## src/hw/dnpo_pkg.sv

```systemverilog
// shared constants and carrier types of the dnp outstation protocol handler
package dnpo_pkg;
    // link control byte layout
    localparam int CTL_DIR = 7;
    localparam int CTL_PRM = 6;
    localparam logic [3:0] LFN_RESET_LINK = 4'h0;
    localparam logic [3:0] LFN_USER_CONF = 4'h3;
    localparam logic [3:0] LFN_USER_UNCONF = 4'h4;
    localparam logic [7:0] CTRL_ACK = 8'h00;
    localparam logic [7:0] CTRL_RSP = 8'h44;
    // transport and application control bits
    localparam int TP_FIN = 7;
    localparam int TP_FIR = 6;
    localparam int AC_FIR = 7;
    localparam int AC_FIN = 6;
    localparam logic [7:0] SEG_FIR_FIN = 8'hc0;
    // byte positions inside a captured frame (crc already stripped)
    localparam int OFF_CTRL = 0;
    localparam int OFF_DST_LO = 1;
    localparam int OFF_DST_HI = 2;
    localparam int OFF_SRC_LO = 3;
    localparam int OFF_SRC_HI = 4;
    localparam int OFF_TP = 5;
    localparam int OFF_AC = 6;
    localparam int OFF_AFN = 7;
    localparam int OFF_GRP = 8;
    localparam int OFF_VAR = 9;
    localparam int OFF_IDX = 12;
    localparam int OFF_CODE = 13;
    localparam int OFF_CNT = 14;
    localparam int OFF_ON = 15;
    localparam int OFF_OFF = 19;
    localparam int RX_DEPTH = 24;
    localparam logic [7:0] LEN_LINK = 8'h05;
    localparam logic [7:0] LEN_APP = 8'h08;
    localparam logic [7:0] LEN_OBJ = 8'h0a;
    localparam logic [7:0] LEN_CROB = 8'h17;
    // application function codes and objects
    localparam logic [7:0] AFN_READ = 8'h01;
    localparam logic [7:0] AFN_WRITE = 8'h02;
    localparam logic [7:0] AFN_DIR_OP = 8'h05;
    localparam logic [7:0] AFN_DIR_OP_NA = 8'h06;
    localparam logic [7:0] AFN_RESPONSE = 8'h81;
    localparam logic [7:0] GRP_BOUT = 8'h0a;
    localparam logic [7:0] GRP_CROB = 8'h0c;
    localparam logic [7:0] GRP_CNT = 8'h14;
    localparam logic [7:0] GRP_AIN = 8'h1e;
    localparam logic [7:0] GRP_CLASS = 8'h3c;
    localparam logic [7:0] GRP_IIN = 8'h50;
    localparam logic [7:0] VAR_ANY = 8'h00;
    localparam logic [7:0] VAR_BOUT = 8'h02;
    localparam logic [7:0] VAR_CNT = 8'h05;
    localparam logic [7:0] VAR_AIN = 8'h04;
    localparam logic [7:0] VAR_CLASS = 8'h01;
    localparam logic [7:0] VAR_CROB = 8'h01;
    localparam logic [7:0] VAR_IIN = 8'h01;
    localparam logic [7:0] IDX_ENERGY = 8'h00;
    localparam logic [7:0] IDX_PROTO = 8'h01;
    localparam logic [7:0] CODE_PULSE_ON = 8'h01;
    localparam logic [7:0] CROB_COUNT = 8'h01;
    localparam logic [31:0] CROB_ON_MS = 32'h00000001;
    localparam logic [31:0] CROB_OFF_MS = 32'h00000000;
    // response object header: qualifier 0x00, points 0..1
    localparam logic [7:0] QUAL_RANGE8 = 8'h00;
    localparam logic [7:0] RANGE_START = 8'h00;
    localparam logic [7:0] RANGE_STOP = 8'h01;
    localparam int IIN_RESTART = 7;
    // station addressing
    localparam logic [7:0] ADDR_MAX = 8'hf7;
    localparam logic [15:0] ADDR_ALL = 16'hffff;
    // frame lengths sent
    localparam logic [4:0] TXLEN_ACK = 5'h05;
    localparam logic [4:0] TXLEN_RSP = 5'h0a;
    localparam logic [4:0] TXLEN_OBJ = 5'h10;
    // timing
    localparam int CLK_HZ = 10_000_000;
    localparam int ON_TIME_MS = 1;
    localparam int CLEAR_CYC = CLK_HZ / 1000 * ON_TIME_MS;

    typedef struct packed {
        logic rsp;
        logic has_obj;
        logic [15:0] dst;
        logic [7:0] src;
        logic [3:0] seq;
        logic [15:0] iin;
        logic [7:0] grp;
        logic [7:0] vari;
        logic [7:0] data;
    } dnpo_tx_t;
endpackage

```

## src/hw/dnpo_outstation.sv

```systemverilog
// outstation protocol handler: link, transport and application decode with responses
`timescale 1ns/1ps
`default_nettype none
// Operation
// - responses go out with direction zero and primary one
// - link acknowledgments go out with direction and primary both zero
// - confirmed link traffic refused until a link reset command arrives
// - unconfirmed user data is always processed
// - confirmed user data to this station is acknowledged before it is processed
// - any reply to user data goes out as unconfirmed user data
// - station address 0 to 247 selects this outstation
// - destination 65535 is accepted as all stations
// - transport segment must carry first and final flags
// - application fragment must carry first and final flags
// - application confirmation never requested nor awaited
// - read supported for binary outputs, counters, analog inputs, class data
// - variation 0 read answered with each group's fixed variation
// - write accepted only for internal indications
// - direct operate accepted for relay output block variation 1
// - direct operate without reply switches to modbus, no reply sent
// - every application reply uses response function 129
// - binary output point 0 reads one while energy clears
// - binary output point 1 reads one unless switched to modbus
// - modbus switch is temporary, cleared only by device reset
// - energy reset needs pulse on, count one, 1 ms on, 0 ms off
// - link characters are 8 data bits, no parity, 1 stop bit
module dnpo_outstation #(
    parameter int CLEAR_CYCLES = dnpo_pkg::CLEAR_CYC
) (
    input wire logic REF_CLK,
    input wire logic RESET,
    input wire logic [7:0] STATION_ADDR,
    input wire logic RX_VALID,
    input wire logic [7:0] RX_BYTE,
    input wire logic RX_FIRST,
    input wire logic RX_LAST,
    input wire logic TX_READY,
    output logic TX_VALID,
    output logic [7:0] TX_BYTE,
    output logic TX_LAST,
    output logic ENERGY_CLEAR,
    output logic MODBUS_MODE,
    output logic LINK_READY
);
    typedef enum logic [1:0] {
        ST_IDLE = 2'b00,
        ST_ACK = 2'b01,
        ST_EXEC = 2'b10,
        ST_RSP = 2'b11
    } dnpo_state_t;

    localparam logic [23:0] CLEAR_LOAD = 24'(CLEAR_CYCLES);

    logic rx_done;
    logic [7:0] rx_len;
    logic [dnpo_pkg::RX_DEPTH-1:0][7:0] rx_b;
    logic tx_busy;

    dnpo_state_t st_q, st_d;
    logic link_reset_q, link_reset_d, clear_q, clear_d, modbus_q, modbus_d, restart_q, restart_d;
    logic start_q, start_d;
    logic [23:0] clear_cnt_q, clear_cnt_d;
    dnpo_pkg::dnpo_tx_t desc_q, desc_d;
    // decoded action held across the acknowledgment
    logic act_reply_q, act_reply_d, act_write_q, act_write_d;
    logic act_clear_q, act_clear_d, act_modbus_q, act_modbus_d;

    dnpo_rx_capture #(.DEPTH(dnpo_pkg::RX_DEPTH)) u_rx (
        .clk(REF_CLK),
        .rst(RESET),
        .in_valid(RX_VALID),
        .in_byte(RX_BYTE),
        .in_first(RX_FIRST),
        .in_last(RX_LAST),
        .done(rx_done),
        .len(rx_len),
        .bytes(rx_b)
    );

    dnpo_tx_serial u_tx (
        .clk(REF_CLK),
        .rst(RESET),
        .start(start_q),
        .desc(desc_q),
        .busy(tx_busy),
        .tx_valid(TX_VALID),
        .tx_byte(TX_BYTE),
        .tx_last(TX_LAST),
        .tx_ready(TX_READY)
    );

    // fixed variation per readable group; zero marks an unreadable group
    function automatic logic [7:0] fixed_var(input logic [7:0] grp);
        case (grp)
            dnpo_pkg::GRP_BOUT: fixed_var = dnpo_pkg::VAR_BOUT;
            dnpo_pkg::GRP_CNT: fixed_var = dnpo_pkg::VAR_CNT;
            dnpo_pkg::GRP_AIN: fixed_var = dnpo_pkg::VAR_AIN;
            dnpo_pkg::GRP_CLASS: fixed_var = dnpo_pkg::VAR_CLASS;
            default: fixed_var = 8'h00;
        endcase
    endfunction

    logic [7:0] ctrl, afn, grp, vari;
    logic [15:0] dst;
    logic own_hit, all_hit, prm_ok, lfn_reset, lfn_conf, lfn_unconf, seg_ok, user_ok;
    logic read_ok, write_ok, op_ok, opna_ok, crob_ok;
    logic [31:0] on_ms, off_ms;

    always_comb begin
        ctrl = rx_b[dnpo_pkg::OFF_CTRL];
        dst = {rx_b[dnpo_pkg::OFF_DST_HI], rx_b[dnpo_pkg::OFF_DST_LO]};
        afn = rx_b[dnpo_pkg::OFF_AFN];
        grp = rx_b[dnpo_pkg::OFF_GRP];
        vari = rx_b[dnpo_pkg::OFF_VAR];
        on_ms = {rx_b[dnpo_pkg::OFF_ON+3], rx_b[dnpo_pkg::OFF_ON+2], rx_b[dnpo_pkg::OFF_ON+1], rx_b[dnpo_pkg::OFF_ON]};
        off_ms = {rx_b[dnpo_pkg::OFF_OFF+3], rx_b[dnpo_pkg::OFF_OFF+2], rx_b[dnpo_pkg::OFF_OFF+1],
                  rx_b[dnpo_pkg::OFF_OFF]};
        // an out-of-range programmed address never matches
        own_hit = (STATION_ADDR <= dnpo_pkg::ADDR_MAX) && (dst == {8'h00, STATION_ADDR});
        all_hit = dst == dnpo_pkg::ADDR_ALL;
        prm_ok = ctrl[dnpo_pkg::CTL_DIR] && ctrl[dnpo_pkg::CTL_PRM] && (rx_len >= dnpo_pkg::LEN_LINK);
        lfn_reset = prm_ok && (ctrl[3:0] == dnpo_pkg::LFN_RESET_LINK);
        lfn_conf = prm_ok && (ctrl[3:0] == dnpo_pkg::LFN_USER_CONF) && link_reset_q;
        lfn_unconf = prm_ok && (ctrl[3:0] == dnpo_pkg::LFN_USER_UNCONF);
        seg_ok = (rx_len >= dnpo_pkg::LEN_APP)
            && rx_b[dnpo_pkg::OFF_TP][dnpo_pkg::TP_FIR] && rx_b[dnpo_pkg::OFF_TP][dnpo_pkg::TP_FIN]
            && rx_b[dnpo_pkg::OFF_AC][dnpo_pkg::AC_FIR] && rx_b[dnpo_pkg::OFF_AC][dnpo_pkg::AC_FIN];
        user_ok = (lfn_conf || lfn_unconf) && seg_ok && (own_hit || all_hit);
        crob_ok = user_ok && (rx_len >= dnpo_pkg::LEN_CROB) && (grp == dnpo_pkg::GRP_CROB)
            && (vari == dnpo_pkg::VAR_CROB);
        read_ok = user_ok && (afn == dnpo_pkg::AFN_READ) && (rx_len >= dnpo_pkg::LEN_OBJ)
            && (fixed_var(grp) != 8'h00) && ((vari == dnpo_pkg::VAR_ANY) || (vari == fixed_var(grp)));
        write_ok = user_ok && (afn == dnpo_pkg::AFN_WRITE) && (rx_len >= dnpo_pkg::LEN_OBJ)
            && (grp == dnpo_pkg::GRP_IIN) && (vari == dnpo_pkg::VAR_IIN);
        op_ok = crob_ok && (afn == dnpo_pkg::AFN_DIR_OP) && (rx_b[dnpo_pkg::OFF_IDX] == dnpo_pkg::IDX_ENERGY)
            && (rx_b[dnpo_pkg::OFF_CODE] == dnpo_pkg::CODE_PULSE_ON) && (rx_b[dnpo_pkg::OFF_CNT] == dnpo_pkg::CROB_COUNT)
            && (on_ms == dnpo_pkg::CROB_ON_MS) && (off_ms == dnpo_pkg::CROB_OFF_MS);
        opna_ok = crob_ok && (afn == dnpo_pkg::AFN_DIR_OP_NA) && (rx_b[dnpo_pkg::OFF_IDX] == dnpo_pkg::IDX_PROTO);
    end

    always_comb begin
        st_d = st_q;
        link_reset_d = link_reset_q;
        clear_d = clear_q;
        clear_cnt_d = clear_cnt_q;
        modbus_d = modbus_q;
        restart_d = restart_q;
        start_d = 1'b0;
        desc_d = desc_q;
        act_reply_d = act_reply_q;
        act_write_d = act_write_q;
        act_clear_d = act_clear_q;
        act_modbus_d = act_modbus_q;
        if (clear_q) begin
            clear_cnt_d = clear_cnt_q - 24'h000001;
            if (clear_cnt_q == 24'h000001) begin
                clear_d = 1'b0;
            end
        end
        case (st_q)
            // frames that land outside idle are dropped: the link is half duplex
            ST_IDLE: begin
                if (rx_done) begin
                    act_reply_d = (read_ok || write_ok || op_ok) && !all_hit;
                    act_write_d = write_ok;
                    act_clear_d = op_ok;
                    act_modbus_d = opna_ok;
                    desc_d.dst = {rx_b[dnpo_pkg::OFF_SRC_HI], rx_b[dnpo_pkg::OFF_SRC_LO]};
                    desc_d.src = STATION_ADDR;
                    desc_d.seq = rx_b[dnpo_pkg::OFF_AC][3:0];
                    desc_d.has_obj = read_ok || op_ok;
                    desc_d.grp = grp;
                    desc_d.vari = read_ok ? fixed_var(grp) : vari;
                    if (own_hit && (lfn_reset || lfn_conf)) begin
                        link_reset_d = link_reset_q || lfn_reset;
                        desc_d.rsp = 1'b0;
                        start_d = 1'b1;
                        st_d = lfn_reset ? ST_RSP : ST_ACK;
                    end else if (user_ok) begin
                        st_d = ST_EXEC;
                    end
                end
            end
            ST_ACK: begin
                if (!start_q && !tx_busy) begin
                    st_d = ST_EXEC;
                end
            end
            ST_EXEC: begin
                if (act_write_q) begin
                    restart_d = 1'b0;
                end
                if (act_clear_q) begin
                    clear_d = 1'b1;
                    clear_cnt_d = CLEAR_LOAD;
                end
                if (act_modbus_q) begin
                    modbus_d = 1'b1;
                end
                desc_d.iin = {8'h00, 1'(act_write_q ? 1'b0 : restart_q), 7'h00};
                desc_d.data = {6'h00, ~modbus_q, clear_q || act_clear_q};
                if (act_reply_q) begin
                    desc_d.rsp = 1'b1;
                    start_d = 1'b1;
                    st_d = ST_RSP;
                end else begin
                    st_d = ST_IDLE;
                end
            end
            ST_RSP: begin
                if (!start_q && !tx_busy) begin
                    st_d = ST_IDLE;
                end
            end
            default: st_d = ST_IDLE;
        endcase
    end

    always_ff @(posedge REF_CLK) begin
        if (RESET) begin
            st_q <= ST_IDLE;
            link_reset_q <= 1'b0;
            clear_q <= 1'b0;
            clear_cnt_q <= 24'h000000;
            modbus_q <= 1'b0;
            restart_q <= 1'b1;
            start_q <= 1'b0;
            desc_q <= '0;
            act_reply_q <= 1'b0;
            act_write_q <= 1'b0;
            act_clear_q <= 1'b0;
            act_modbus_q <= 1'b0;
        end else begin
            st_q <= st_d;
            link_reset_q <= link_reset_d;
            clear_q <= clear_d;
            clear_cnt_q <= clear_cnt_d;
            modbus_q <= modbus_d;
            restart_q <= restart_d;
            start_q <= start_d;
            desc_q <= desc_d;
            act_reply_q <= act_reply_d;
            act_write_q <= act_write_d;
            act_clear_q <= act_clear_d;
            act_modbus_q <= act_modbus_d;
        end
    end

    assign ENERGY_CLEAR = clear_q;
    assign MODBUS_MODE = modbus_q;
    assign LINK_READY = link_reset_q;

    rsp_ctrl_byte_a: assert property (@(posedge REF_CLK) disable iff (RESET)
        start_q && desc_q.rsp |=> TX_BYTE == dnpo_pkg::CTRL_RSP)
        else $error("response control byte wrong");
    ack_ctrl_byte_a: assert property (@(posedge REF_CLK) disable iff (RESET)
        start_q && !desc_q.rsp |=> TX_BYTE == dnpo_pkg::CTRL_ACK && TX_VALID)
        else $error("ack control byte wrong");
    ack_needs_reset_a: assert property (@(posedge REF_CLK) disable iff (RESET)
        start_q && !desc_q.rsp |-> link_reset_q)
        else $error("ack sent before link reset");
    ack_before_work_a: assert property (@(posedge REF_CLK) disable iff (RESET)
        st_q == ST_ACK |-> !modbus_d || modbus_q)
        else $error("request processed before ack finished");
    clear_cause_a: assert property (@(posedge REF_CLK) disable iff (RESET)
        $rose(clear_q) |-> $past(st_q) == ST_EXEC && clear_cnt_q == CLEAR_LOAD)
        else $error("energy clear started without valid operate");
    clear_end_a: assert property (@(posedge REF_CLK) disable iff (RESET)
        $fell(clear_q) |-> $past(clear_cnt_q) == 24'h000001)
        else $error("energy clear ended early");
    modbus_sticky_a: assert property (@(posedge REF_CLK) disable iff (RESET)
        modbus_q |=> modbus_q)
        else $error("modbus switch dropped without reset");
    modbus_silent_a: assert property (@(posedge REF_CLK) disable iff (RESET)
        $rose(modbus_q) && !$past(act_reply_q) |-> st_q == ST_IDLE && !start_q)
        else $error("reply sent after protocol switch");
    foreign_drop_a: assert property (@(posedge REF_CLK) disable iff (RESET)
        rx_done && st_q == ST_IDLE && !own_hit && !all_hit |=> st_q == ST_IDLE && !start_q)
        else $error("foreign frame not dropped");
    link_gate_a: assert property (@(posedge REF_CLK) disable iff (RESET)
        st_q == ST_ACK |-> link_reset_q)
        else $error("ack state entered before link reset");
    reply_unconf_a: assert property (@(posedge REF_CLK) disable iff (RESET)
        st_q == ST_EXEC && act_reply_q |=> start_q && desc_q.rsp)
        else $error("reply not sent as user data");
    station_range_a: assert property (@(posedge REF_CLK) disable iff (RESET)
        start_q |-> STATION_ADDR <= dnpo_pkg::ADDR_MAX)
        else $error("frame sent with out-of-range address");
    bcast_quiet_a: assert property (@(posedge REF_CLK) disable iff (RESET)
        rx_done && st_q == ST_IDLE && all_hit |=> !start_q ##1 !start_q)
        else $error("all-stations frame answered");
    fixed_var_a: assert property (@(posedge REF_CLK) disable iff (RESET)
        start_q && desc_q.rsp && desc_q.has_obj |-> desc_q.vari != dnpo_pkg::VAR_ANY)
        else $error("reply carries variation zero");
    clear_point_a: assert property (@(posedge REF_CLK) disable iff (RESET)
        start_q && desc_q.rsp && desc_q.has_obj && !act_clear_q |-> desc_q.data[0] == $past(clear_q))
        else $error("energy clear point wrong");
    switch_point_a: assert property (@(posedge REF_CLK) disable iff (RESET)
        start_q && desc_q.rsp && desc_q.has_obj |-> desc_q.data[1] == !$past(modbus_q))
        else $error("protocol switch point wrong");
endmodule // dnpo_outstation
`default_nettype wire

```

## src/hw/dnpo_rx_capture.sv

```systemverilog
// captures one de-framed link frame into a byte array
`timescale 1ns/1ps
`default_nettype none
module dnpo_rx_capture #(
    parameter int DEPTH = dnpo_pkg::RX_DEPTH
) (
    input wire logic clk,
    input wire logic rst,
    input wire logic in_valid,
    input wire logic [7:0] in_byte,
    input wire logic in_first,
    input wire logic in_last,
    output logic done,
    output logic [7:0] len,
    output logic [DEPTH-1:0][7:0] bytes
);
    logic [7:0] idx_q, idx_d, len_q, len_d;
    logic done_q, done_d;
    logic [DEPTH-1:0][7:0] mem_q, mem_d;
    logic [7:0] pos;

    always_comb begin
        mem_d = mem_q;
        idx_d = idx_q;
        len_d = len_q;
        done_d = 1'b0;
        pos = in_first ? 8'h00 : idx_q;
        if (in_valid) begin
            // bytes past the array are counted but dropped; length still tells the truth
            if (pos < 8'(DEPTH)) begin
                mem_d[pos[$clog2(DEPTH)-1:0]] = in_byte;
            end
            idx_d = pos + 8'h01;
            if (in_last) begin
                done_d = 1'b1;
                len_d = pos + 8'h01;
            end
        end
    end

    always_ff @(posedge clk) begin
        if (rst) begin
            mem_q <= '0;
            idx_q <= 8'h00;
            len_q <= 8'h00;
            done_q <= 1'b0;
        end else begin
            mem_q <= mem_d;
            idx_q <= idx_d;
            len_q <= len_d;
            done_q <= done_d;
        end
    end

    assign done = done_q;
    assign len = len_q;
    assign bytes = mem_q;
endmodule // dnpo_rx_capture
`default_nettype wire

```

## src/hw/dnpo_tx_serial.sv

```systemverilog
// serialises an acknowledgment or response frame byte by byte
`timescale 1ns/1ps
`default_nettype none
module dnpo_tx_serial (
    input wire logic clk,
    input wire logic rst,
    input wire logic start,
    input wire dnpo_pkg::dnpo_tx_t desc,
    output logic busy,
    output logic tx_valid,
    output logic [7:0] tx_byte,
    output logic tx_last,
    input wire logic tx_ready
);
    dnpo_pkg::dnpo_tx_t desc_q, desc_d;
    logic [4:0] idx_q, idx_d;
    logic busy_q, busy_d, valid_q, valid_d, last_q, last_d;
    logic [7:0] byte_q, byte_d;

    function automatic logic [4:0] frame_len(input dnpo_pkg::dnpo_tx_t d);
        if (!d.rsp) begin
            frame_len = dnpo_pkg::TXLEN_ACK;
        end else if (d.has_obj) begin
            frame_len = dnpo_pkg::TXLEN_OBJ;
        end else begin
            frame_len = dnpo_pkg::TXLEN_RSP;
        end
    endfunction

    function automatic logic [7:0] byte_at(input dnpo_pkg::dnpo_tx_t d, input logic [4:0] i);
        case (i)
            5'h00: byte_at = d.rsp ? dnpo_pkg::CTRL_RSP : dnpo_pkg::CTRL_ACK;
            5'h01: byte_at = d.dst[7:0];
            5'h02: byte_at = d.dst[15:8];
            5'h03: byte_at = d.src;
            5'h04: byte_at = 8'h00;
            5'h05: byte_at = dnpo_pkg::SEG_FIR_FIN | {4'h0, d.seq};
            // con bit stays clear: no application confirmation is ever requested
            5'h06: byte_at = dnpo_pkg::SEG_FIR_FIN | {4'h0, d.seq};
            5'h07: byte_at = dnpo_pkg::AFN_RESPONSE;
            5'h08: byte_at = d.iin[7:0];
            5'h09: byte_at = d.iin[15:8];
            5'h0a: byte_at = d.grp;
            5'h0b: byte_at = d.vari;
            5'h0c: byte_at = dnpo_pkg::QUAL_RANGE8;
            5'h0d: byte_at = dnpo_pkg::RANGE_START;
            5'h0e: byte_at = dnpo_pkg::RANGE_STOP;
            5'h0f: byte_at = d.data;
            default: byte_at = 8'h00;
        endcase
    endfunction

    always_comb begin
        desc_d = desc_q;
        idx_d = idx_q;
        busy_d = busy_q;
        valid_d = valid_q;
        last_d = last_q;
        byte_d = byte_q;
        if (start && !busy_q) begin
            desc_d = desc;
            idx_d = 5'h00;
            busy_d = 1'b1;
            valid_d = 1'b1;
            byte_d = byte_at(desc, 5'h00);
            last_d = 1'b0;
        end else if (valid_q && tx_ready) begin
            if (last_q) begin
                valid_d = 1'b0;
                busy_d = 1'b0;
                last_d = 1'b0;
            end else begin
                idx_d = idx_q + 5'h01;
                byte_d = byte_at(desc_q, idx_q + 5'h01);
                last_d = (idx_q + 5'h02) == frame_len(desc_q);
            end
        end
    end

    always_ff @(posedge clk) begin
        if (rst) begin
            desc_q <= '0;
            idx_q <= 5'h00;
            busy_q <= 1'b0;
            valid_q <= 1'b0;
            last_q <= 1'b0;
            byte_q <= 8'h00;
        end else begin
            desc_q <= desc_d;
            idx_q <= idx_d;
            busy_q <= busy_d;
            valid_q <= valid_d;
            last_q <= last_d;
            byte_q <= byte_d;
        end
    end

    assign busy = busy_q;
    assign tx_valid = valid_q;
    assign tx_byte = byte_q;
    assign tx_last = last_q;
endmodule // dnpo_tx_serial
`default_nettype wire

```

## config.mk

```make
export PLATFORM = sky130hd
export DESIGN_NAME = dnpo_outstation
export DESIGN_NICKNAME = d
export VERILOG_FILES = /design/src/hw/dnpo_pkg.sv /design/src/hw/dnpo_outstation.sv /design/src/hw/dnpo_rx_capture.sv /design/src/hw/dnpo_tx_serial.sv
export SDC_FILE = /design/constraint.sdc
export NUM_CORES = 1
export LEC_CHECK = 0
export BUFFER_PORTS_ARGS = -buffer_cell sky130_fd_sc_hd__buf_2
export CORE_MARGIN = 4
export CORE_UTILIZATION = 49
export DETAILED_ROUTE_END_ITERATION = 10
export PLACE_DENSITY = 0.72
export REMOVE_ABC_BUFFERS = 1
export SLEW_MARGIN = 20
export SYNTH_ARGS = -nofsm -noshare
export SYNTH_HDL_FRONTEND = slang
export SYNTH_HIERARCHICAL = 1
export SYNTH_SLANG_ARGS = --single-unit
```

## constraint.sdc

```tcl
create_clock -name REF_CLK -period 5.19 [get_ports REF_CLK]
set_input_delay 0 -clock REF_CLK [delete_from_list [all_inputs] [get_ports REF_CLK]]
set_output_delay 0 -clock REF_CLK [all_outputs]
set_load 0.05 [all_outputs]
```

## Word-level counts from Yosys, hierarchy flattened

Cells that the tools add are included.

- Add/sub/neg operators: 4
- $lt $le $gt $ge: 8
- Equality and inequality tests: 43
- Mux-type cells: 46
- Bitwise operators: 3
- Reductions and logical operators: 73

Operators with widths:

| kind | number |
|---|---|
| $bwmux 192 | 1 |
| $pmux 8 s11 | 1 |
| $mux 24 | 3 |
| $mux 8 | 6 |
| $demux 8 s5 | 1 |
| $eq 8x1->1 const B | 5 |
| $logic_and 1x1->1 | 38 |
| $eq 32x1->1 const B | 1 |
| $logic_not 32->1 | 1 |
| $mux 30 | 1 |
| $eq 5x4->1 const B | 5 |
| $mux 5 | 5 |
| $eq 24x1->1 const B | 1 |
| $sub 24x1->24 const B | 1 |
| $eq 16x16->1 const B | 1 |
| $eq 16x8->1 | 1 |
| $eq 8x3->1 const B | 2 |
| $eq 8x4->1 const B | 2 |
| $eq 8x5->1 const B | 2 |
| $ge 8x4->1 const B | 2 |
| $logic_not 8->1 | 2 |
| $eq 5x3->1 const B | 3 |
| $mux 1 | 15 |
| $mux 2 | 7 |
| 39 further kinds | 70 |

- Bits in registers: 357
- Input bits: 22

## Longest topological paths before layout

Gate-level depths: netlist (run 1).

- Depth after elaboration: 19
- Mapped depth: 10
- Gate-level depth less buffers: 8

## By module

The synthesis (run 1) kept the hierarchy.

Modules (own cells, without submodules):

| module | times used | cells an instance | area each (µm²) |
|---|---|---|---|
| dnpo_rx_capture | 1 | 769 | 7835.0 |
| dnpo_outstation | 1 | 533 | 4176.5 |
| dnpo_tx_serial | 1 | 525 | 3965.1 |

## Worst setup path before layout (run 1)

OpenSTA, ideal clock, no wires.

- Path type: reg-to-reg
- Start: register clear_q, in the netlist ENERGY_CLEAR
- End: register clear_cnt_q[11]
- Arrival time: 1.900 ns
- Data required time: 5.073 ns
- Slack: 3.173 ns
- Stages on the path, launching flop included: 8
- Path buffers: 1
- Path through: dfxtp_1 -> buf_2 -> nor3b_2 -> and2_1 -> nand2_1 -> or4_1 -> xor2_1 -> nor2_1

- Cells in the longest elaborated chain, start to end: 3

RTL lines:

| item | line | source |
|---|---|---|
| from (decl) | dnpo_outstation.sv:60 | `logic link_reset_q, link_reset_d, clear_q, clear_d, modbus_q, modbus_d, restart_q, restart_d;` |
| from (signal assigned) | dnpo_outstation.sv:236 | `clear_q <= clear_d;` |
| $mux 24 * | dnpo_outstation.sv:154 | `if (clear_q) begin` |
| $mux 24 | dnpo_outstation.sv:193 | `if (act_clear_q) begin` |
| $mux 24 * | dnpo_outstation.sv:160 | `case (st_q)` |
| to (signal assigned) | dnpo_outstation.sv:237 | `clear_cnt_q <= clear_cnt_d;` |
| to (decl) | dnpo_outstation.sv:62 | `logic [23:0] clear_cnt_q, clear_cnt_d;` |

Mark *: on every way between the ends. The rest lies on a longest branch, timed or not.
A chain may end at the register's enable or synchronous reset.

## Worst setup path after layout (run 1)

- Start: register u_tx.idx_q[0]
- End: register u_tx.byte_q[6], in the netlist u_tx/tx_byte[6]

- Cells in the longest elaborated chain, start to end: 7
- Elaborated cells between the ends (all ways): 18

RTL lines:

| item | line | source |
|---|---|---|
| from (decl) | dnpo_tx_serial.sv:16 | `logic [4:0] idx_q, idx_d;` |
| from (signal assigned) | dnpo_tx_serial.sv:90 | `idx_q <= idx_d;` |
| $add 5x1->5 * | dnpo_tx_serial.sv:74 | `byte_d = byte_at(desc_q, idx_q + 5'h01);` |
| $eq 5x3->1 | dnpo_tx_serial.sv:31 | `case (i)` |
| $reduce_or 2->1 (no line) | - |  |
| $pmux 8 s11 * | dnpo_tx_serial.sv:31 |  |
| $mux 8 * | dnpo_tx_serial.sv:68 | `if (last_q) begin` |
| $mux 8 * | dnpo_tx_serial.sv:67 | `end else if (valid_q && tx_ready) begin` |
| $mux 8 * | dnpo_tx_serial.sv:60 | `if (start && !busy_q) begin` |
| to (signal assigned) | dnpo_tx_serial.sv:94 | `byte_q <= byte_d;` |
| to (decl) | dnpo_tx_serial.sv:18 | `logic [7:0] byte_q, byte_d;` |

Mark *: on every way between the ends. The rest lies on a longest branch, timed or not. The select of a mux whose other input is x is not followed.

==> impl_metrics.yaml, run 1 <==
status:
  status: "finished, final reports clean"
logic_synthesis:
  synth_cells: 1721
  yosysWarnings: 6
  synthesis.area_um2: 14800
  synth_area_per_cell_um2: 8.60
clocking:
  post_cts_buffers: 0
  root_buffer: "clkbuf_16"
  clk_pin_slew_ns: 0.06
  hold_buffers: 12
  cts_buffers: 36
  clock_latency_ns: 0.54
  cts_resized: 0
  clk_path_buf_depth: 3
  cts.sinks: 344
  htree_levels: 2
  cts_tree: "built"
pwr:
  vdd_drop_max_uv: 273
  p_leak_nw: 6.68
  power_w: 0.00540
  power_density_nw_per_um2: 328
sta:
  max-slew-margin-rel_pct: 28.0
  grt_setup_unrepaired: "false"
  final.period_utilization_pct: 49.7
  finalSetupViolCount: 0
  slew_violations: 0
  finClkSkew_ns: 0.0185
  fin_ws_ns: 2.61
  fin_crit_ns: 2.58
  tns_ns: 0
  worstMarginPinSlew_ns: 1.08
  finalHoldViolCount: 0
  fmax_mhz: 388
setup_path:
  rr_worst_depth: 7
  cp-end-kind: "register"
  arrival_ns: 2.96
  path_class: "register to register"
  worstPathMaxFanout: 13
  cp.required_ns: 5.57
  start_kind: "register"
  worst_path_max_delay_cell: "dfxtp_1"
  r2r_start: "u_tx/idx_q[0]"
  slowest_delay_ns: 0.59
  regToRegEndpoint: "u_tx/tx_byte[6]"
  cp_cell_sequence: "ha_1 -> xor2_2 -> nor4_1 -> nor2_2 -> o32ai_1 -> o31ai_1 -> a21oi_1"
  r2r_slack_ns: 2.61
cells_and_area:
  final_nets: 1760
  instances_no_fill: 2140
  antenna_cells: 0
  drive_gt1_share_pct: 8.91
  syn_to_final_growth_pct: 11.3
  design_area_um2: 16500
hold_path:
  holdCritStartpoint: "RX_FIRST"
  hold-path-cell-count: 4
  worstHoldPathType: "input pin to register"
  hold-path-endpoint: "u_rx/idx_q[2]"
placement:
  dpl.cell_count: 2066
  gp_congestion: 0.903
  portBuffers: 34
  placed_cell_area_um2: 15200
  preCtsSetupSlack_ns: 2.64
  hpwlAfterDp_um: 24400
global_routing:
  grt_max_degree: 94
  grt_usage_pct: 21.9
  grt_pass1_wl_um: 60400
  grt_overflow: 0
  grt_pass1_vias: 11400
  antenna_found_initial: 0
detailed_routing:
  vias: 12000
  first_pass_iters: 5
  viasPerCell: 5.61
  wirelength_um: 37300
  ant_nets: 0
  drt_iter0_drc: 868
  drcViolationCount: 0
  routedWlPerCell_um: 17.4
floorplan:
  rows: 63
  initial_core_util_pct: 49.8
  die_w_um: 182
  die_y_um: 182
  dieArea_um2: 33100
  ioPinCount: 35
  core_area_um2: 29700
run:
  max_cap_violations: 0
## power by group
part	internal (W)	switching, W
clock	0.00149	0.00108
combinational	0.0000415	0.000124
sequential	0.00265	0.00000939
## layout make-up
| cell class | instances | area, um^2 |
|---|---|---|
| clock inverters | 8 | 124 |
| fillers | 2642 | 13200 |
| flip-flops and latches | 344 | 6890 |
| inverters | 13 | 51.3 |
| multi-input cells | 1276 | 7510 |
| clock buffers | 54 | 1070 |
| well taps | 390 | 488 |
| repair buffers | 55 | 360 |
## critical path, delay by kind of cell, from the launching register on
kind,cells,cell delay [ns]
AO/OA/AOI/OAI,3,0.46
AND/OR/NAND/NOR,2,0.49
XOR/XNOR,1,0.43
adder cells (fa/ha/maj),1,0.47
flip-flops,1,0.59
## per-stage QoR
stage	util, %	hold WS [ns]
floorplan	-	0.0691
global placement	51.0	0.304
detailed placement	51.0	0.303
CTS	55.5	0.0218
global route	55.5	0.0858
finish	55.5	0.0495
## cells in the final DEF (no fill, tap or decap), drive strengths merged, types with 21 or more instances in the layout
cell type and n:
nand2 479, dfxtp 344, mux2i 164, a21oi 156, nor2 80, clkbuf 54, nor4 46, buf 43
nand3 31, o21ai 29, nand4 28, xnor2 27, nor3 25, conb 21, xor2 21
## routing by layer
| layer | GRT usage (%) | up-vias | wire [um] |
|---|---|---|---|
| li1 | - | 5934 | - |
| met1 | 29.7 | 5726 | 17000 |
| met2 | 36.0 | 272 | 17700 |
| met3 | 3.02 | 73 | 1550 |
| met4 | 7.24 | 0 | 1050 |
| met5 | 0 | - | 0 |
## worst max path at each step
stage / cells after the start / startpoint / to
4_1_cts: 7 / u_tx/idx_q[0] / u_tx/tx_byte[6]
5_1_grt: 7 / u_tx/idx_q[0] / u_tx/tx_byte[6]
6_report: 7 / u_tx/idx_q[0] / u_tx/tx_byte[6]
3_3_place_gp: 7 / u_tx/idx_q[0] / u_tx/tx_byte[6]
2_1_floorplan: 3 / RESET / u_rx/bytes[102]
3_5_place_dp: 7 / u_tx/idx_q[0] / u_tx/tx_byte[6]
## flip-flops by register name, indices dropped and copies added (netlist names), 2 cells and up
signal	cells
desc_q	49
u_rx/bytes	158
u_tx/desc_q	70
u_rx/idx_q	8
u_rx/len	8
clear_cnt_q	24
st_q	2
u_tx/tx_byte	8
u_tx/idx_q	5
No activity file was read; power rests on OpenSTA's default activity.
==> run 2: changes to the inputs <==
==> constraint.sdc (replaced) <==
create_clock -name REF_CLK -period 2.55 [get_ports REF_CLK]
set_input_delay 0 -clock REF_CLK [delete_from_list [all_inputs] [get_ports REF_CLK]]
set_output_delay 0 -clock REF_CLK [all_outputs]
set_load 0.05 [all_outputs]
==> impl_metrics.yaml, run 2 (synthesis gave the netlist of run 1 again) <==
detailed_routing:
  drt_iter0_drc: 847
  drcViolationCount: 0
  wirelength_um: 38300
  ant_nets: 0
  routedWlPerCell_um: 17.5
  vias: 12300
  first_pass_iters: 5
  viasPerCell: 5.63
clocking:
  cts_buffers: 37
  cts_resized: 0
  cts_tree: "built"
  root_buffer: "clkbuf_16"
  cts.sinks: 344
  htree_levels: 2
  clock_latency_ns: 0.53
  clk_pin_slew_ns: 0.06
  clk_path_buf_depth: 3
cells_and_area:
  syn_to_final_growth_pct: 14.4
  drive_gt1_share_pct: 10.7
  antenna_cells: 0
  layout_commonest_cell: "nand2_1"
  final_nets: 1805
  largest_register_ffs: 158
  final_cell_mix: "nand2_1 (457), dfxtp_1 (344), mux2i_1 (164), a21oi_1 (156), nor2_1 (77)"
  num-fill-cells: 2633
hold_path:
  worstHoldPathType: "input pin to register"
status:
  status: "finished, final reports clean"
setup_path:
  arrival_ns: 2.76
  cp_cell_sequence: "nor3b_4 -> buf_4 -> buf_4 -> nand2_1 -> a21oi_1 -> dlygate4sd3_1"
  cp-end-kind: "register"
  crit_family: "buffers and inverters"
  crit_path_frequent_cell: "buf_4"
  worst_path_max_delay_cell: "dlygate4sd3_1"
  crit_buf_inv: 3
  cp.required_ns: 3.01
  worstPathMaxFanout: 34
  start_kind: "register"
  path_class: "register to register"
  slowest_delay_ns: 0.55
global_routing:
  antenna_found_initial: 0
  busiest_layer: "met2"
  grt_pass1_vias: 11900
  met2_usage_pct: 38.4
  grt_overflow: 0
  use_met3_pct: 2.84
  grt_max_degree: 59
  grt_util_met1_pct: 30.0
  grt_usage_pct: 22.6
  grt_pass1_wl_um: 62300
floorplan:
  initial_core_util_pct: 49.8
  core_area_um2: 29700
  rows: 63
  ioPinCount: 35
  die_y_um: 182
  die_w_um: 182
  dieArea_um2: 33100
sta:
  tns_ns: 0
  fmax_mhz: 434
  fin_ws_ns: 0.245
  worstMarginPinSlew_ns: 0.756
  max-slew-margin-rel_pct: 49.6
  slew_violations: 0
  grt_setup_unrepaired: "false"
  finalSetupViolCount: 0
  fin_crit_ns: 2.30
  finalHoldViolCount: 0
  finClkSkew_ns: 0.0228
  final.period_utilization_pct: 90.4
pwr:
  p_leak_nw: 6.94
  power_density_nw_per_um2: 659
  vdd_drop_max_uv: 629
placement:
  portBuffers: 34
  preCtsSetupSlack_ns: 0.330
  gp_congestion: 0.900
  hpwlAfterDp_um: 25800
run:
  max_cap_violations: 0
run 2: changes by cell type in the layout (fill, tap and decap cells not counted), sizes merged:
cell / previous run / this run
bufinv: 1 / 2
clkinvlp: 0 / 1
dlygate4sd3: 12 / 21
inv: 16 / 15
clkbuf: 54 / 58
buf: 43 / 78
clkinv: 4 / 5
run 2: worst min-delay path, stage by stage:
cell and delay (ns):
buf_2 0.08, nand2_1 0.04, buf_4 0.23, mux2i_1 0.15
run 2: path summary, 6_finish.rpt:
path | cells after the start | from | slack [ns] | endpoint
min reg2reg | 2 | desc_q[67] | 0.45 | u_tx/desc_q[67]
max | 6 | st_q[0] | 0.25 | desc_q[49]
max reg2reg | 6 | st_q[0] | 0.25 | desc_q[49]
min | 4 | RX_BYTE[2] | 0.02 | u_rx/bytes[162]
run 2: layout make-up:
type	instances	area, um^2	area share, %
multi-input cells	1276	7500	44.3
clock inverters	10	136	0.806
well taps	390	488	2.88
flip-flops and latches	344	6890	40.7
clock buffers	58	1100	6.53
inverters	13	51.3	0.303
repair buffers	99	763	4.51
run 2: repair_timing:
action                                 in CTS  in global routing
endpoints found under the hold margin      71                  0
hold buffers                               21                  0
setup buffers                               0                  0
run 2: metrics by stage:
| stage | instance area (um^2) | cells | hold slack, ns | utilization, % | power [W] |
|---|---|---|---|---|---|
| after floorplan | 14400 | 1633 | 0.0691 | - | 0.00570 |
| after global placement | 15500 | 2101 | 0.293 | 52.1 | 0.00587 |
| after detailed placement | 15500 | 2101 | 0.297 | 52.1 | 0.00588 |
| after CTS | 16900 | 2190 | 0.00329 | 57.0 | 0.0112 |
| after global routing | 16900 | 2190 | 0.0440 | 57.0 | 0.0115 |
| final | 16900 | 2190 | 0.0190 | 57.0 | 0.0112 |
run 2: layer usage:
layer	up-vias	routed length [um]	part of all wire (%)
met5	-	0	0
met4	0	1090	2.9
met3	77	1830	4.8
met2	321	18700	49
met1	5905	16700	44
li1	6034	-	-
run 2: report_power, final:
part,total [W],switching [W],internal (W)
Clock,0.00538,0.00217,0.00321
Sequential,0.00542,0.0000191,0.00540
Combinational,0.000369,0.000258,0.000111
Total,0.0112,0.00244,0.00872
==> run 3: changes to the inputs <==
--- a/config.mk
+++ b/config.mk
@@ -9,6 +9,7 @@
 export CORE_MARGIN = 4
 export CORE_UTILIZATION = 49
 export DETAILED_ROUTE_END_ITERATION = 10
+export GPL_TIMING_DRIVEN = 0
 export PLACE_DENSITY = 0.72
 export REMOVE_ABC_BUFFERS = 1
 export SLEW_MARGIN = 20
==> impl_metrics.yaml, run 3 (synthesis gave the netlist of run 1 again) <==
detailed_routing:
  routedWlPerCell_um: 17.0
  first_pass_iters: 7
  vias: 12200
  drt_iter0_drc: 1003
  drcViolationCount: 0
  wirelength_um: 36600
  viasPerCell: 5.66
  ant_nets: 0
placement:
  portBuffers: 34
  hpwlAfterDp_um: 23100
  gp_congestion: 0.874
  preCtsSetupSlack_ns: -0.143
clocking:
  clk_path_buf_depth: 3
  htree_levels: 2
  cts_buffers: 38
  root_buffer: "clkbuf_16"
  clk_pin_slew_ns: 0.06
  clock_latency_ns: 0.54
  post_cts_buffers: 0
  cts.sinks: 344
  cts_tree: "built"
global_routing:
  grt_pass1_vias: 11600
  grt_max_degree: 114
  grt_pass1_wl_um: 59900
  grt_overflow: 0
  antenna_found_initial: 0
  grt_usage_pct: 21.5
hold_path:
  holdCritStartpoint: "RX_FIRST"
  worstHoldPathType: "input pin to register"
sta:
  finClkSkew_ns: 0.0296
  worstMarginPinSlew_ns: 1.12
  max-slew-margin-rel_pct: 24.9
  finalHoldViolCount: 0
  finalSetupViolCount: 0
  fmax_mhz: 410
  final.period_utilization_pct: 95.6
  fin_crit_ns: 2.44
  fin_ws_ns: 0.111
  holdWs_ns: 0.0367
  slew_violations: 0
floorplan:
  initial_core_util_pct: 49.8
  dieArea_um2: 33100
  die_y_um: 182
  rows: 63
  ioPinCount: 35
  die_w_um: 182
  core_area_um2: 29700
cells_and_area:
  layout_commonest_cell: "nand2_1"
  final_cell_mix: "nand2_1 (456), dfxtp_1 (342), mux2i_1 (164), a21oi_1 (155), nor2_1 (77)"
  drive_gt1_share_pct: 9.47
  antenna_cells: 0
  final_util_pct: 56.7
  largest_register_ffs: 158
  final_nets: 1771
  syn_to_final_growth_pct: 13.8
setup_path:
  arrival_ns: 2.85
  path_class: "register to register"
  regToRegEndpoint: "u_tx/tx_byte[1]"
  cp-end-kind: "register"
  cp.required_ns: 2.96
  worstPathMaxFanout: 9
  r2r_start: "u_tx/idx_q[1]"
  critPathCapture: "u_tx/tx_byte[1]"
  crit_start: "u_tx/idx_q[1]"
  r2r_slack_ns: 0.11
  rr_worst_depth: 7
  start_kind: "register"
pwr:
  vdd_drop_max_uv: 502
  power_density_nw_per_um2: 672
  p_leak_nw: 6.84
status:
  status: "finished, final reports clean"
run:
  max_cap_violations: 0
[run 3: cell types whose count changed in the layout (fill, tap and decap cells not counted), moves of 2 or more]
cell	delta
dfxtp_2	+2
ha_1	-2
clkbuf_1	-3
clkinv_2	+2
buf_6	+5
buf_16	+4
ha_2	+2
buf_12	-3
buf_4	-41
dfxtp_1	-2
[run 3: area by class of cell]
type	count	area (um^2)
Clock inverter	12	189
Inverter	13	53.8
Multi-Input combinational cell	1276	7560
Fill cell	2567	12900
Clock buffer	55	1100
Tap cell	390	488
Timing Repair Buffer	64	567
Sequential cell	344	6890
[run 3: worst min-delay path by stage]
stage	to	cells past startpoint
after global placement	desc_q[45]	3
final	u_rx/len[4]	4
after detailed placement	desc_q[45]	3
after global routing	u_rx/idx_q[2]	4
after CTS	u_rx/idx_q[2]	4
after floorplan	ENERGY_CLEAR	1
[run 3: layer usage]
layer | wire length (um) | global-route usage (%) | vias up
li1 | - | - | 5968
met1 | 16300 | 28.8 | 5801
met2 | 17200 | 35.5 | 338
met3 | 1790 | 3.29 | 92
met4 | 1230 | 7.66 | 0
met5 | 0 | 0 | -
[run 3: through the flow]
stage	total power [W]	setup TNS (ns)	cell area (um^2)	std cells
finish	0.0113	0	16800	2154
global route	0.0117	-0.0117	16800	2154
CTS	0.0114	0	16800	2154
detailed placement	0.00586	-2.01	15300	2066
global placement	0.00584	-1325.06	15100	2057
floorplan	0.00570	-270.45	14400	1633
[run 3: what timing repair did]
| action | CTS | global route |
|---|---|---|
| hold buffers | 21 | 0 |
| setup endpoints to repair | 6 | 16 |
| pin swaps | 1 | 1 |
| endpoints found under the hold margin | 59 | 0 |
| resized for setup | 4 | 7 |
[run 3: critical path, stage by stage, from the launching register on]
cell and delay [ns]:
dfxtp_1 0.50, ha_2 0.42, xor2_4 0.34, nor4_1 0.11, nor2_2 0.35, o221ai_1 0.18, a211oi_1 0.32, nor2_1 0.09
[run 3: where the power goes]
group / internal (W) / switching, W / leakage (nW) / total (W)
clock: 0.00334 / 0.00221 / 0.630 / 0.00555
sequential: 0.00540 / 0.0000195 / 2.77 / 0.00542
combinational: 0.000104 / 0.000258 / 3.44 / 0.000361
